--- src/rtl/pt_pkg.sv ---
// constants, register map and state layout of the prescaler and timer block
package pt_pkg;

    // register indices; byte address is four times the index
    localparam logic [5:0] IDX_FLAG_A   = 6'h01;
    localparam logic [5:0] IDX_FLAG_BC  = 6'h02;
    localparam logic [5:0] IDX_PORT_FUNC_SEL_A     = 6'h04;
    localparam logic [5:0] IDX_TMA      = 6'h08;
    localparam logic [5:0] IDX_TMB      = 6'h09;
    localparam logic [5:0] IDX_TCB_LO   = 6'h0A;
    localparam logic [5:0] IDX_TCB_HI   = 6'h0B;
    localparam logic [5:0] IDX_TMC      = 6'h0D;
    localparam logic [5:0] IDX_TCC_LO   = 6'h0E;
    localparam logic [5:0] IDX_TCC_HI   = 6'h0F;
    localparam logic [5:0] IDX_PORT_FUNC_SEL_B     = 6'h10;
    localparam logic [5:0] IDX_CTRL     = 6'h11;

    // field positions
    localparam int FLAG_A_BIT     = 2;
    localparam int FLAG_B_BIT     = 0;
    localparam int FLAG_C_BIT     = 2;
    localparam int PORT_FUNC_SEL_B_PULSE_BIT = 2;
    localparam int WD_ARM_BIT     = 0;
    localparam int MODE_AUTO_BIT  = 3;
    localparam int TMA_BASE_BIT   = 3;

    // mode codes with special meaning
    localparam logic [2:0] TMB_EXT_EVENT = 3'h7;
    localparam logic [2:0] TMA_UNUSED    = 3'h5;

    localparam logic [1:0] AXI_OKAY = 2'h0;

    typedef struct packed {
        logic [10:0] sys_prescaler;
        logic [7:0]  sub_prescaler;
        logic        x1_prev;
        logic        ev_prev;
        logic [3:0]  port_func_sel_a;
        logic [3:0]  timer_a_mode_select;
        logic [3:0]  timer_b_mode_select;
        logic [3:0]  timer_c_mode_select;
        logic [3:0]  port_func_sel_b;
        logic [7:0]  cnt_a;
        logic [7:0]  cnt_b;
        logic [7:0]  cnt_c;
        logic [7:0]  load_b;
        logic [7:0]  load_c;
        logic [3:0]  wr_lo_b;
        logic [3:0]  wr_lo_c;
        logic [3:0]  rd_lo_b;
        logic [3:0]  rd_lo_c;
        logic        flag_a;
        logic        flag_b;
        logic        flag_c;
        logic        wd_arm;
        logic        wd_rst;
        logic        pwm;
        logic        aw_held;
        logic [5:0]  aw_idx;
        logic        w_held;
        logic [3:0]  w_data;
        logic        w_en;
        logic        bvalid;
        logic        rvalid;
        logic [31:0] rdata;
    } pt_state_s;

    localparam pt_state_s STATE_RESET = '0;

endpackage

--- src/rtl/pt_timers.sv ---
// prescalers S and W, timers A, B and C with watchdog and pulse output, AXI4-Lite registers
//
// Functional notes
// - prescaler S clears at reset and, once reset is released, counts every clock outside stop and watch mode.
// - prescaler S counts continuously except during reset, stop or watch mode.
// - prescaler S taps feed timers A, B and C.
// - prescaler W runs from crystal divided by eight; selectable for timer A.
// - timer A resets to zero, counts, wraps after 0xFF with an overflow.
// - timer A overflow sets its request flag at bit 2.
// - time-base select bit set makes timer A count prescaler W output.
// - counter-reset mode code clears prescaler W and timer A.
// - timer B mode picks auto-reload, division, or external event clock.
// - writing timer B load presets the counter, then it counts up.
// - timer B overflows after 0xFF, reloading or restarting from zero.
// - timer B overflow sets its request flag at bit 0.
// - timer C mode picks auto-reload and division; load write presets.
// - timer C overflows after 0xFF, reloading or restarting from zero.
// - timer C overflow sets its request flag at bit 2.
// - with watchdog armed, timer C overflow pulses the watchdog reset output and clears the timer state, keeping bus transactions.
// - watchdog stops with timer C, so it halts in stop and watch mode.
// - timer C drives a pulse output shaped by mode and load, stopping with it.
// - timer A mode is write-only; divisions or subclock modes per bit 3.
// - timer B mode bit 3 auto-reload, codes 0-6 divisions, 7 event.
// - timer C mode bit 3 auto-reload, codes 0-7 divisions.
// - load low then high nibble presets; counter read high first latches low.
//
// Implementation choice: the AXI4-Lite interface to the registers.
`timescale 1ns/1ps

module pt_timers (
    input  wire logic        ref_clk_i,
    input  wire logic        rst_i,
    input  wire logic        stop_mode_i,
    input  wire logic        watch_mode_i,
    input  wire logic        x1_clk_i,
    input  wire logic        ext_event_in_i,
    output logic             pulse_out_pin_o,
    output logic             pulse_out_sel_o,
    output logic             wdt_reset_o,
    output logic [10:0]      sys_prescaler_o,
    input  wire logic [7:0]  s_axi_awaddr_i,
    input  wire logic        s_axi_awvalid_i,
    output logic             s_axi_awready_o,
    input  wire logic [31:0] s_axi_wdata_i,
    input  wire logic [3:0]  s_axi_wstrb_i,
    input  wire logic        s_axi_wvalid_i,
    output logic             s_axi_wready_o,
    output logic [1:0]       s_axi_bresp_o,
    output logic             s_axi_bvalid_o,
    input  wire logic        s_axi_bready_i,
    input  wire logic [7:0]  s_axi_araddr_i,
    input  wire logic        s_axi_arvalid_i,
    output logic             s_axi_arready_o,
    output logic [31:0]      s_axi_rdata_o,
    output logic [1:0]       s_axi_rresp_o,
    output logic             s_axi_rvalid_o,
    input  wire logic        s_axi_rready_i
);

    pt_pkg::pt_state_s s_q;
    pt_pkg::pt_state_s s_d;

    // true when the low n bits of a freshly incremented prescaler are all zero
    function automatic logic tap_hit(input logic [10:0] v, input logic [3:0] n);
        logic [10:0] m;
        m = ~(11'h7FF << n);
        return (v & m) == 11'h000;
    endfunction

    // log2 of the division for timers A (bit 3 clear) and C
    function automatic logic [3:0] div_log_ac(input logic [2:0] code);
        case (code)
            3'h0:    return 4'hB;
            3'h1:    return 4'hA;
            3'h2:    return 4'h9;
            3'h3:    return 4'h7;
            3'h4:    return 4'h5;
            3'h5:    return 4'h3;
            3'h6:    return 4'h2;
            default: return 4'h1;
        endcase
    endfunction

    function automatic logic [3:0] div_log_b(input logic [2:0] code);
        case (code)
            3'h0:    return 4'hB;
            3'h1:    return 4'h9;
            3'h2:    return 4'h7;
            3'h3:    return 4'h5;
            3'h4:    return 4'h3;
            3'h5:    return 4'h2;
            default: return 4'h1;
        endcase
    endfunction

    // log2 of the division of crystal edges in time-base mode (includes the fixed divide by 8 for codes 0 to 3; code 4 divides by 4)
    function automatic logic [3:0] div_log_w(input logic [2:0] code);
        case (code)
            3'h0:    return 4'h8;
            3'h1:    return 4'h7;
            3'h2:    return 4'h6;
            3'h3:    return 4'h4;
            default: return 4'h2;
        endcase
    endfunction

    // one counting step: {overflow, next value}
    function automatic logic [8:0] cnt_step(input logic [7:0] c, input logic tick,
                                            input logic reload, input logic [7:0] load);
        if (!tick)
        begin
            return {1'b0, c};
        end
        if (c == 8'hFF)
        begin
            return {1'b1, reload ? load : 8'h00};
        end
        return {1'b0, c + 8'h01};
    endfunction

    assign s_axi_awready_o = !s_q.aw_held && !s_q.bvalid;
    assign s_axi_wready_o  = !s_q.w_held && !s_q.bvalid;
    assign s_axi_arready_o = !s_q.rvalid;
    assign s_axi_bvalid_o  = s_q.bvalid;
    assign s_axi_bresp_o   = pt_pkg::AXI_OKAY;
    assign s_axi_rvalid_o  = s_q.rvalid;
    assign s_axi_rresp_o   = pt_pkg::AXI_OKAY;
    assign s_axi_rdata_o   = s_q.rdata;
    assign wdt_reset_o     = s_q.wd_rst;
    assign sys_prescaler_o = s_q.sys_prescaler;
    assign pulse_out_sel_o = s_q.port_func_sel_b[pt_pkg::PORT_FUNC_SEL_B_PULSE_BIT];
    assign pulse_out_pin_o = s_q.pwm;

    always_comb
    begin
        logic        sys_run;
        logic [10:0] pss_n;
        logic        x1_edge;
        logic [7:0]  psw_n;
        logic        tick_a;
        logic        tick_b;
        logic        tick_c;
        logic        tca_clr;
        logic [8:0]  step_a;
        logic [8:0]  step_b;
        logic [8:0]  step_c;
        logic        aw_hs;
        logic        w_hs;
        logic        do_wr;
        logic [5:0]  wr_idx;
        logic [3:0]  wr_dat;
        logic        wr_en;
        logic [5:0]  rd_idx;
        logic [3:0]  rd_val;
        pt_pkg::pt_state_s keep;

        s_d     = s_q;
        keep    = s_q;
        rd_val  = 4'h0;
        rd_idx  = s_axi_araddr_i[7:2];

        // prescaler S halts in stop and watch modes, which also freezes timer C and timer B outside event mode
        sys_run = !stop_mode_i && !watch_mode_i;
        pss_n   = sys_run ? s_q.sys_prescaler + 11'h001 : s_q.sys_prescaler;
        s_d.sys_prescaler = pss_n;

        // prescaler W counts crystal edges; the low three bits are the fixed divide by 8
        x1_edge     = x1_clk_i && !s_q.x1_prev;
        s_d.x1_prev = x1_clk_i;
        psw_n       = x1_edge ? s_q.sub_prescaler + 8'h01 : s_q.sub_prescaler;
        tca_clr     = s_q.timer_a_mode_select[pt_pkg::TMA_BASE_BIT] && (s_q.timer_a_mode_select[2:1] == 2'b11);
        s_d.sub_prescaler     = tca_clr ? 8'h00 : psw_n;

        if (s_q.timer_a_mode_select[pt_pkg::TMA_BASE_BIT])
        begin
            tick_a = x1_edge && !tca_clr && (s_q.timer_a_mode_select[2:0] != pt_pkg::TMA_UNUSED)
                     && tap_hit({3'h0, psw_n}, div_log_w(s_q.timer_a_mode_select[2:0]));
        end
        else
        begin
            tick_a = sys_run && tap_hit(pss_n, div_log_ac(s_q.timer_a_mode_select[2:0]));
        end

        // external events count on the falling edge of the active-low input
        s_d.ev_prev = ext_event_in_i;
        if (s_q.timer_b_mode_select[2:0] == pt_pkg::TMB_EXT_EVENT)
        begin
            tick_b = s_q.ev_prev && !ext_event_in_i;
        end
        else
        begin
            tick_b = sys_run && tap_hit(pss_n, div_log_b(s_q.timer_b_mode_select[2:0]));
        end
        tick_c = sys_run && tap_hit(pss_n, div_log_ac(s_q.timer_c_mode_select[2:0]));

        step_a = cnt_step(s_q.cnt_a, tick_a, 1'b0, 8'h00);
        step_b = cnt_step(s_q.cnt_b, tick_b, s_q.timer_b_mode_select[pt_pkg::MODE_AUTO_BIT], s_q.load_b);
        step_c = cnt_step(s_q.cnt_c, tick_c, s_q.timer_c_mode_select[pt_pkg::MODE_AUTO_BIT], s_q.load_c);
        s_d.cnt_a = tca_clr ? 8'h00 : step_a[7:0];
        s_d.cnt_b = step_b[7:0];
        s_d.cnt_c = step_c[7:0];

        // pulse output: high from each overflow until the counter meets the inverted load
        if (!sys_run)
        begin
            s_d.pwm = 1'b0;
        end
        else if (step_c[8])
        begin
            s_d.pwm = 1'b1;
        end
        else if (tick_c && (step_c[7:0] == ~s_q.load_c))
        begin
            s_d.pwm = 1'b0;
        end

        // write channel: address and data taken in either order
        aw_hs  = s_axi_awvalid_i && s_axi_awready_o;
        w_hs   = s_axi_wvalid_i && s_axi_wready_o;
        wr_idx = s_q.aw_held ? s_q.aw_idx : s_axi_awaddr_i[7:2];
        wr_dat = s_q.w_held ? s_q.w_data : s_axi_wdata_i[3:0];
        wr_en  = s_q.w_held ? s_q.w_en : s_axi_wstrb_i[0];
        do_wr  = (s_q.aw_held || aw_hs) && (s_q.w_held || w_hs);
        if (s_q.bvalid && s_axi_bready_i)
        begin
            s_d.bvalid = 1'b0;
        end
        if (aw_hs)
        begin
            s_d.aw_held = 1'b1;
            s_d.aw_idx  = s_axi_awaddr_i[7:2];
        end
        if (w_hs)
        begin
            s_d.w_held = 1'b1;
            s_d.w_data = s_axi_wdata_i[3:0];
            s_d.w_en   = s_axi_wstrb_i[0];
        end
        if (do_wr)
        begin
            s_d.aw_held = 1'b0;
            s_d.w_held  = 1'b0;
            s_d.bvalid  = 1'b1;
        end
        if (do_wr && wr_en)
        begin
            case (wr_idx)
                pt_pkg::IDX_FLAG_A:
                begin
                    s_d.flag_a = wr_dat[pt_pkg::FLAG_A_BIT];
                end
                pt_pkg::IDX_FLAG_BC:
                begin
                    s_d.flag_b = wr_dat[pt_pkg::FLAG_B_BIT];
                    s_d.flag_c = wr_dat[pt_pkg::FLAG_C_BIT];
                end
                pt_pkg::IDX_PORT_FUNC_SEL_A:   s_d.port_func_sel_a = wr_dat;
                pt_pkg::IDX_TMA:    s_d.timer_a_mode_select = wr_dat;
                pt_pkg::IDX_TMB:    s_d.timer_b_mode_select = wr_dat;
                pt_pkg::IDX_TMC:    s_d.timer_c_mode_select = wr_dat;
                pt_pkg::IDX_PORT_FUNC_SEL_B:   s_d.port_func_sel_b = wr_dat;
                pt_pkg::IDX_CTRL:   s_d.wd_arm = wr_dat[pt_pkg::WD_ARM_BIT];
                pt_pkg::IDX_TCB_LO: s_d.wr_lo_b = wr_dat;
                pt_pkg::IDX_TCC_LO: s_d.wr_lo_c = wr_dat;
                pt_pkg::IDX_TCB_HI:
                begin
                    s_d.load_b = {wr_dat, s_q.wr_lo_b};
                    s_d.cnt_b  = {wr_dat, s_q.wr_lo_b};
                end
                pt_pkg::IDX_TCC_HI:
                begin
                    s_d.load_c = {wr_dat, s_q.wr_lo_c};
                    s_d.cnt_c  = {wr_dat, s_q.wr_lo_c};
                end
                default:
                begin
                    s_d.port_func_sel_a = s_d.port_func_sel_a;
                end
            endcase
        end

        // overflow sets win over a clearing write in the same cycle
        if (step_a[8])
        begin
            s_d.flag_a = 1'b1;
        end
        if (step_b[8])
        begin
            s_d.flag_b = 1'b1;
        end
        if (step_c[8])
        begin
            s_d.flag_c = 1'b1;
        end
        // timer C only overflows while it runs, so the watchdog stops with it
        s_d.wd_rst = step_c[8] && s_q.wd_arm;

        // read channel; mode registers are write-only and read as zero
        if (s_q.rvalid && s_axi_rready_i)
        begin
            s_d.rvalid = 1'b0;
        end
        if (s_axi_arvalid_i && s_axi_arready_o)
        begin
            case (rd_idx)
                pt_pkg::IDX_FLAG_A:  rd_val[pt_pkg::FLAG_A_BIT] = s_q.flag_a;
                pt_pkg::IDX_FLAG_BC:
                begin
                    rd_val[pt_pkg::FLAG_B_BIT] = s_q.flag_b;
                    rd_val[pt_pkg::FLAG_C_BIT] = s_q.flag_c;
                end
                pt_pkg::IDX_PORT_FUNC_SEL_A:    rd_val = s_q.port_func_sel_a;
                pt_pkg::IDX_PORT_FUNC_SEL_B:    rd_val = s_q.port_func_sel_b;
                pt_pkg::IDX_CTRL:    rd_val[pt_pkg::WD_ARM_BIT] = s_q.wd_arm;
                pt_pkg::IDX_TCB_HI:
                begin
                    rd_val      = s_q.cnt_b[7:4];
                    s_d.rd_lo_b = s_q.cnt_b[3:0];
                end
                pt_pkg::IDX_TCC_HI:
                begin
                    rd_val      = s_q.cnt_c[7:4];
                    s_d.rd_lo_c = s_q.cnt_c[3:0];
                end
                pt_pkg::IDX_TCB_LO:  rd_val = s_q.rd_lo_b;
                pt_pkg::IDX_TCC_LO:  rd_val = s_q.rd_lo_c;
                default:             rd_val = 4'h0;
            endcase
            s_d.rvalid = 1'b1;
            s_d.rdata  = {28'h0000000, rd_val};
        end

        // a watchdog reset clears the timer state but keeps bus transactions intact
        if (s_q.wd_rst)
        begin
            keep          = s_d;
            s_d           = pt_pkg::STATE_RESET;
            s_d.x1_prev   = keep.x1_prev;
            s_d.ev_prev   = keep.ev_prev;
            s_d.aw_held   = keep.aw_held;
            s_d.aw_idx    = keep.aw_idx;
            s_d.w_held    = keep.w_held;
            s_d.w_data    = keep.w_data;
            s_d.w_en      = keep.w_en;
            s_d.bvalid    = keep.bvalid;
            s_d.rvalid    = keep.rvalid;
            s_d.rdata     = keep.rdata;
        end
    end

    always_ff @(posedge ref_clk_i)
    begin
        if (rst_i)
        begin
            s_q <= pt_pkg::STATE_RESET;
        end
        else
        begin
            s_q <= s_d;
        end
    end

endmodule

--- config.mk ---
export PLATFORM = sky130hd
export DESIGN_NAME = pt_timers
export DESIGN_NICKNAME = d
export VERILOG_FILES = /design/src/rtl/pt_pkg.sv /design/src/rtl/pt_timers.sv
export SDC_FILE = /design/constraint.sdc
export NUM_CORES = 1
export LEC_CHECK = 0
export BUFFER_PORTS_ARGS = -buffer_cell sky130_fd_sc_hd__buf_2
export CAP_MARGIN = 20
export CORE_ASPECT_RATIO = 0.9
export CORE_MARGIN = 2
export CORE_UTILIZATION = 30
export DETAILED_ROUTE_END_ITERATION = 7
export SLEW_MARGIN = 20
export SYNTH_ARGS = -nofsm -noshare
export SYNTH_HDL_FRONTEND = slang
export SYNTH_SLANG_ARGS = --single-unit
--- constraint.sdc ---
create_clock -name ref_clk_i -period 6.1 [get_ports ref_clk_i]
set_input_delay 1.22 -clock ref_clk_i [delete_from_list [all_inputs] [get_ports ref_clk_i]]
set_output_delay 1.22 -clock ref_clk_i [all_outputs]
set_load 0.01 [all_outputs]
==> impl_results.md <==
- Status: complete, no violations
- Pin count of the biggest net entering global routing: 53
- Floorplan core area: 0.0223 mm2
- Global route total overflow: 0
- Post-route ant nets: 0
- Number of synthesized flops with an enable pin: 0
- Boundary Pins: 118
- First-pass GRT wire length: 27200 um
- Arrival time of the worst setup path: 3990 ps
- Area growth syn-to-layout: 12.4%
- Final-stage net count: 902
- Top cells by area, synth: dfxtp_1, mux2i_1, nor2_1, buf_4, nand2_1
- Power density over the cells: 260 mW/mm2
- Post_cts resized: 0
- Most used cells in the layout excluding fill and tap cells: nor2_1, dfxtp_1, mux2i_1
- Placer congestion estimate: 0.770
- Post-route clock skew: 10.2 ps
- Count of state elements after synthesis: 122
- Clock tree from TritonCTS: yes
- Number of hold buffers added after CTS: 0
- RSZ-0062 raised after global routing: false
- Total length of routed wires: 16200 um
- Routed WL per cell: 14.2 um
- Horiz. Die Dim: 162 um
- Critical Path Source: watch_mode_i
- Worst min-delay path class: flop to flop
- Hold Path Origin: s_q[80]$_SDFFE_PP0P_
- Total net switching power: 0.459 mW
- Relative max-transition margin: 34.3%
- Category of the worst setup path capture point: flop
- Cells along the critical path: buf_2 -> nor3b_1 -> buf_4 -> xnor2_1 -> a31o_2 -> nor2_1 -> a211oi_2 -> buf_4 -> a21oi_1 -> a211oi_1 -> o21a_1
- Worst-path cell with the longest stage delay: nor3b_1
- H-tree levels: 4
- CTS Sinks: 122
- Final-report setup violation count: 0
- Via count of the first global-routing pass: 5217
- CTS buffer count: 17
- Clk pin slew, worst setup/hold paths: 50 ps
- Number of buffers on the longest clock path: 2
- Sequential Power Share: 42.0%
- I/O Buffers: 50
- Cell family with most CP delay: compound AO/OA/AOI/OAI gates
- Layout cells sized above 1: 13.1%
- Top FF cell, synth: dfxtp_1
- DR iter-0 viols: 333
- Max rail drop VDD: 0.222 mV
- Count of maximum capacitance violations: 0
- Total internal power: 1.51 mW
- Crit path buf inv count: 3
- Post-synthesis instance area: 0.00675 mm2
- Global Route Usage Sum: 14.2%
- Cell accounting for the most synthesized area: dfxtp_1
- # DRC: 0
- Critical setup path kind: input pin to flop
- Number of antenna violations at the first check in global routing: 0
- Most common library cell in the layout ignoring fill and taps: nor2_1
- Share of flip-flops with an asynchronous set or reset after synthesis: 0%
- Worst Setup Start Kind: input pin
- Count of final hold-check violations: 0
- Proportion of synthesized chip area in sequential cells: 36.2%
- CP Data Required Time: 6460 ps
- Worst-path fanout max: 10
- Warnings from Yosys: 0
- Vias after detailed routing: 5712
- Tmin final: 3620 ps
- Area fraction of the dominant cell type after synthesis: 36.2%
- Switching power as a share of total power: 23.3%
- Mapped Avg Cell Area: 8.23 um2
- Setup total negative slack: 0 ps
- Std cell rows: 52
- Initial core utilization: 30.3%
- Transition at the pin with the smallest max-transition slack: 982 ps
- Total leakage power: 2.87 nW
- Total chip power: 1.97 mW
- Launch instance of the worst register-to-register path: sys_prescaler_o[0]$_SDFF_PP0_
- Timing-limited maximum frequency: 276 MHz
- Die Outline Area: 0.0237 mm2
- Count of antenna diodes in the layout: 0
- Count of cell types in the netlist: 76
- Latest clock arrival within the worst-skew pair: 420 ps
- Portion of the clock cycle consumed by the worst path in the final layout: 59.4%
- Root buf cell: clkbuf_16
- Dominant cell type by count on the critical path: buf_4
- Max stage delay on crit path: 590 ps
- Final number of max-transition violations: 0
- Final standard cell utilization of the core: 34.1%
- Buffers inserted by post-CTS timing repair: 0
- Number of instances in the synthesized netlist: 820
- Mean number of vias per cell: 4.99
- 1st-pass router iterations: 5
- Portion of total power attributed to combinational logic: 6.9%
- DP Wirelength: 11400 um
- Fraction of power consumed by the clock network: 51.1%
- Die boundary height: 146 um
## metal layers
layer	wire length [um]	GRT usage, %	up-vias	share of wire [%]
li1	-	-	2872	-
met1	7840	19.1	2722	48
met2	7580	22.3	98	47
met3	509	3.04	20	3.1
met4	295	5.40	0	1.8
met5	0	0	-	0
## power by group through the flow
stage / registers, mW / logic, mW / clock network (mW)
after floorplan: 0.838 / 0.114 / 0
after global placement: 0.844 / 0.135 / 0
after detailed placement: 0.845 / 0.136 / 0
after CTS: 0.828 / 0.137 / 1.03
after global routing: 0.830 / 0.150 / 1.07
final: 0.828 / 0.136 / 1.01
## through the flow
step / instance area [um2] / cells / setup slack [ps] / hold slack, ps
3_3_place_gp: 6990 / 1112 / 2120 / 444
6_report: 7580 / 1144 / 2480 / 457
2_1_floorplan: 6860 / 851 / 2790 / 437
5_1_grt: 7580 / 1144 / 2220 / 492
3_5_place_dp: 6990 / 1112 / 2060 / 449
4_1_cts: 7580 / 1144 / 2500 / 456
## state kept, by name (all words and copies together) (netlist names)
signal           count
s_q                102
sys_prescaler_o     11
s_axi_rdata_o        4
pulse_out_pin_o      1
pulse_out_sel_o      1
s_axi_bvalid_o       1
s_axi_rvalid_o       1
wdt_reset_o          1
## Yosys cell counts, drive strengths merged, types with 10 or more instances
cell type  count
buf           55
nor2         137
mux2i         57
nand4         13
a211oi        10
a31oi         13
dfxtp        122
o211ai        12
inv           15
a21oi         35
o21ai         31
and3          19
nand2         54
nor3          20
nand3         33
xnor2         19
clkbuf        36
xor2          15
## cells by family after synthesis
kind of cell               after synthesis  share of synthesized area (%)
adders and majority gates                5                          0.927
and+or+nand+nor                        332                           23.8
muxes                                   64                           9.63
DFF                                    122                           36.2
other                                    1                         0.0556
xor gates and xnor gates                34                           4.41
buffers and inverters                  106                           8.77
AOI/OAI and AO/OA                      156                           16.2
## path summary, 6_finish.rpt
check	endpoint	slack, ps	cells after the start
worst min-delay path	s_q[80]$_SDFFE_PP0P_	460	2
worst max register to register	s_q[89]$_SDFF_PP0_	2590	11
worst min register to register	s_q[80]$_SDFFE_PP0P_	460	2
worst max-delay path	s_q[89]$_SDFF_PP0_	2480	11
## final cells by class
cell class              instances  area (um2)
fillers                      2317       14700
flip-flops and latches        122        2440
well taps                     297         372
inverters                      15        56.3
multi-input cells             623        3830
repair buffers                 55         288
clock inverters                 6        85.1
clock buffers                  26         509
## tightest hold or removal path, delay by kind of cell (launching register included)
kind | cells | cell delay (ps)
flops | 1 | 300
simple gates | 1 | 50
compound gates | 1 | 50
(Power assumes the default switching activity.)
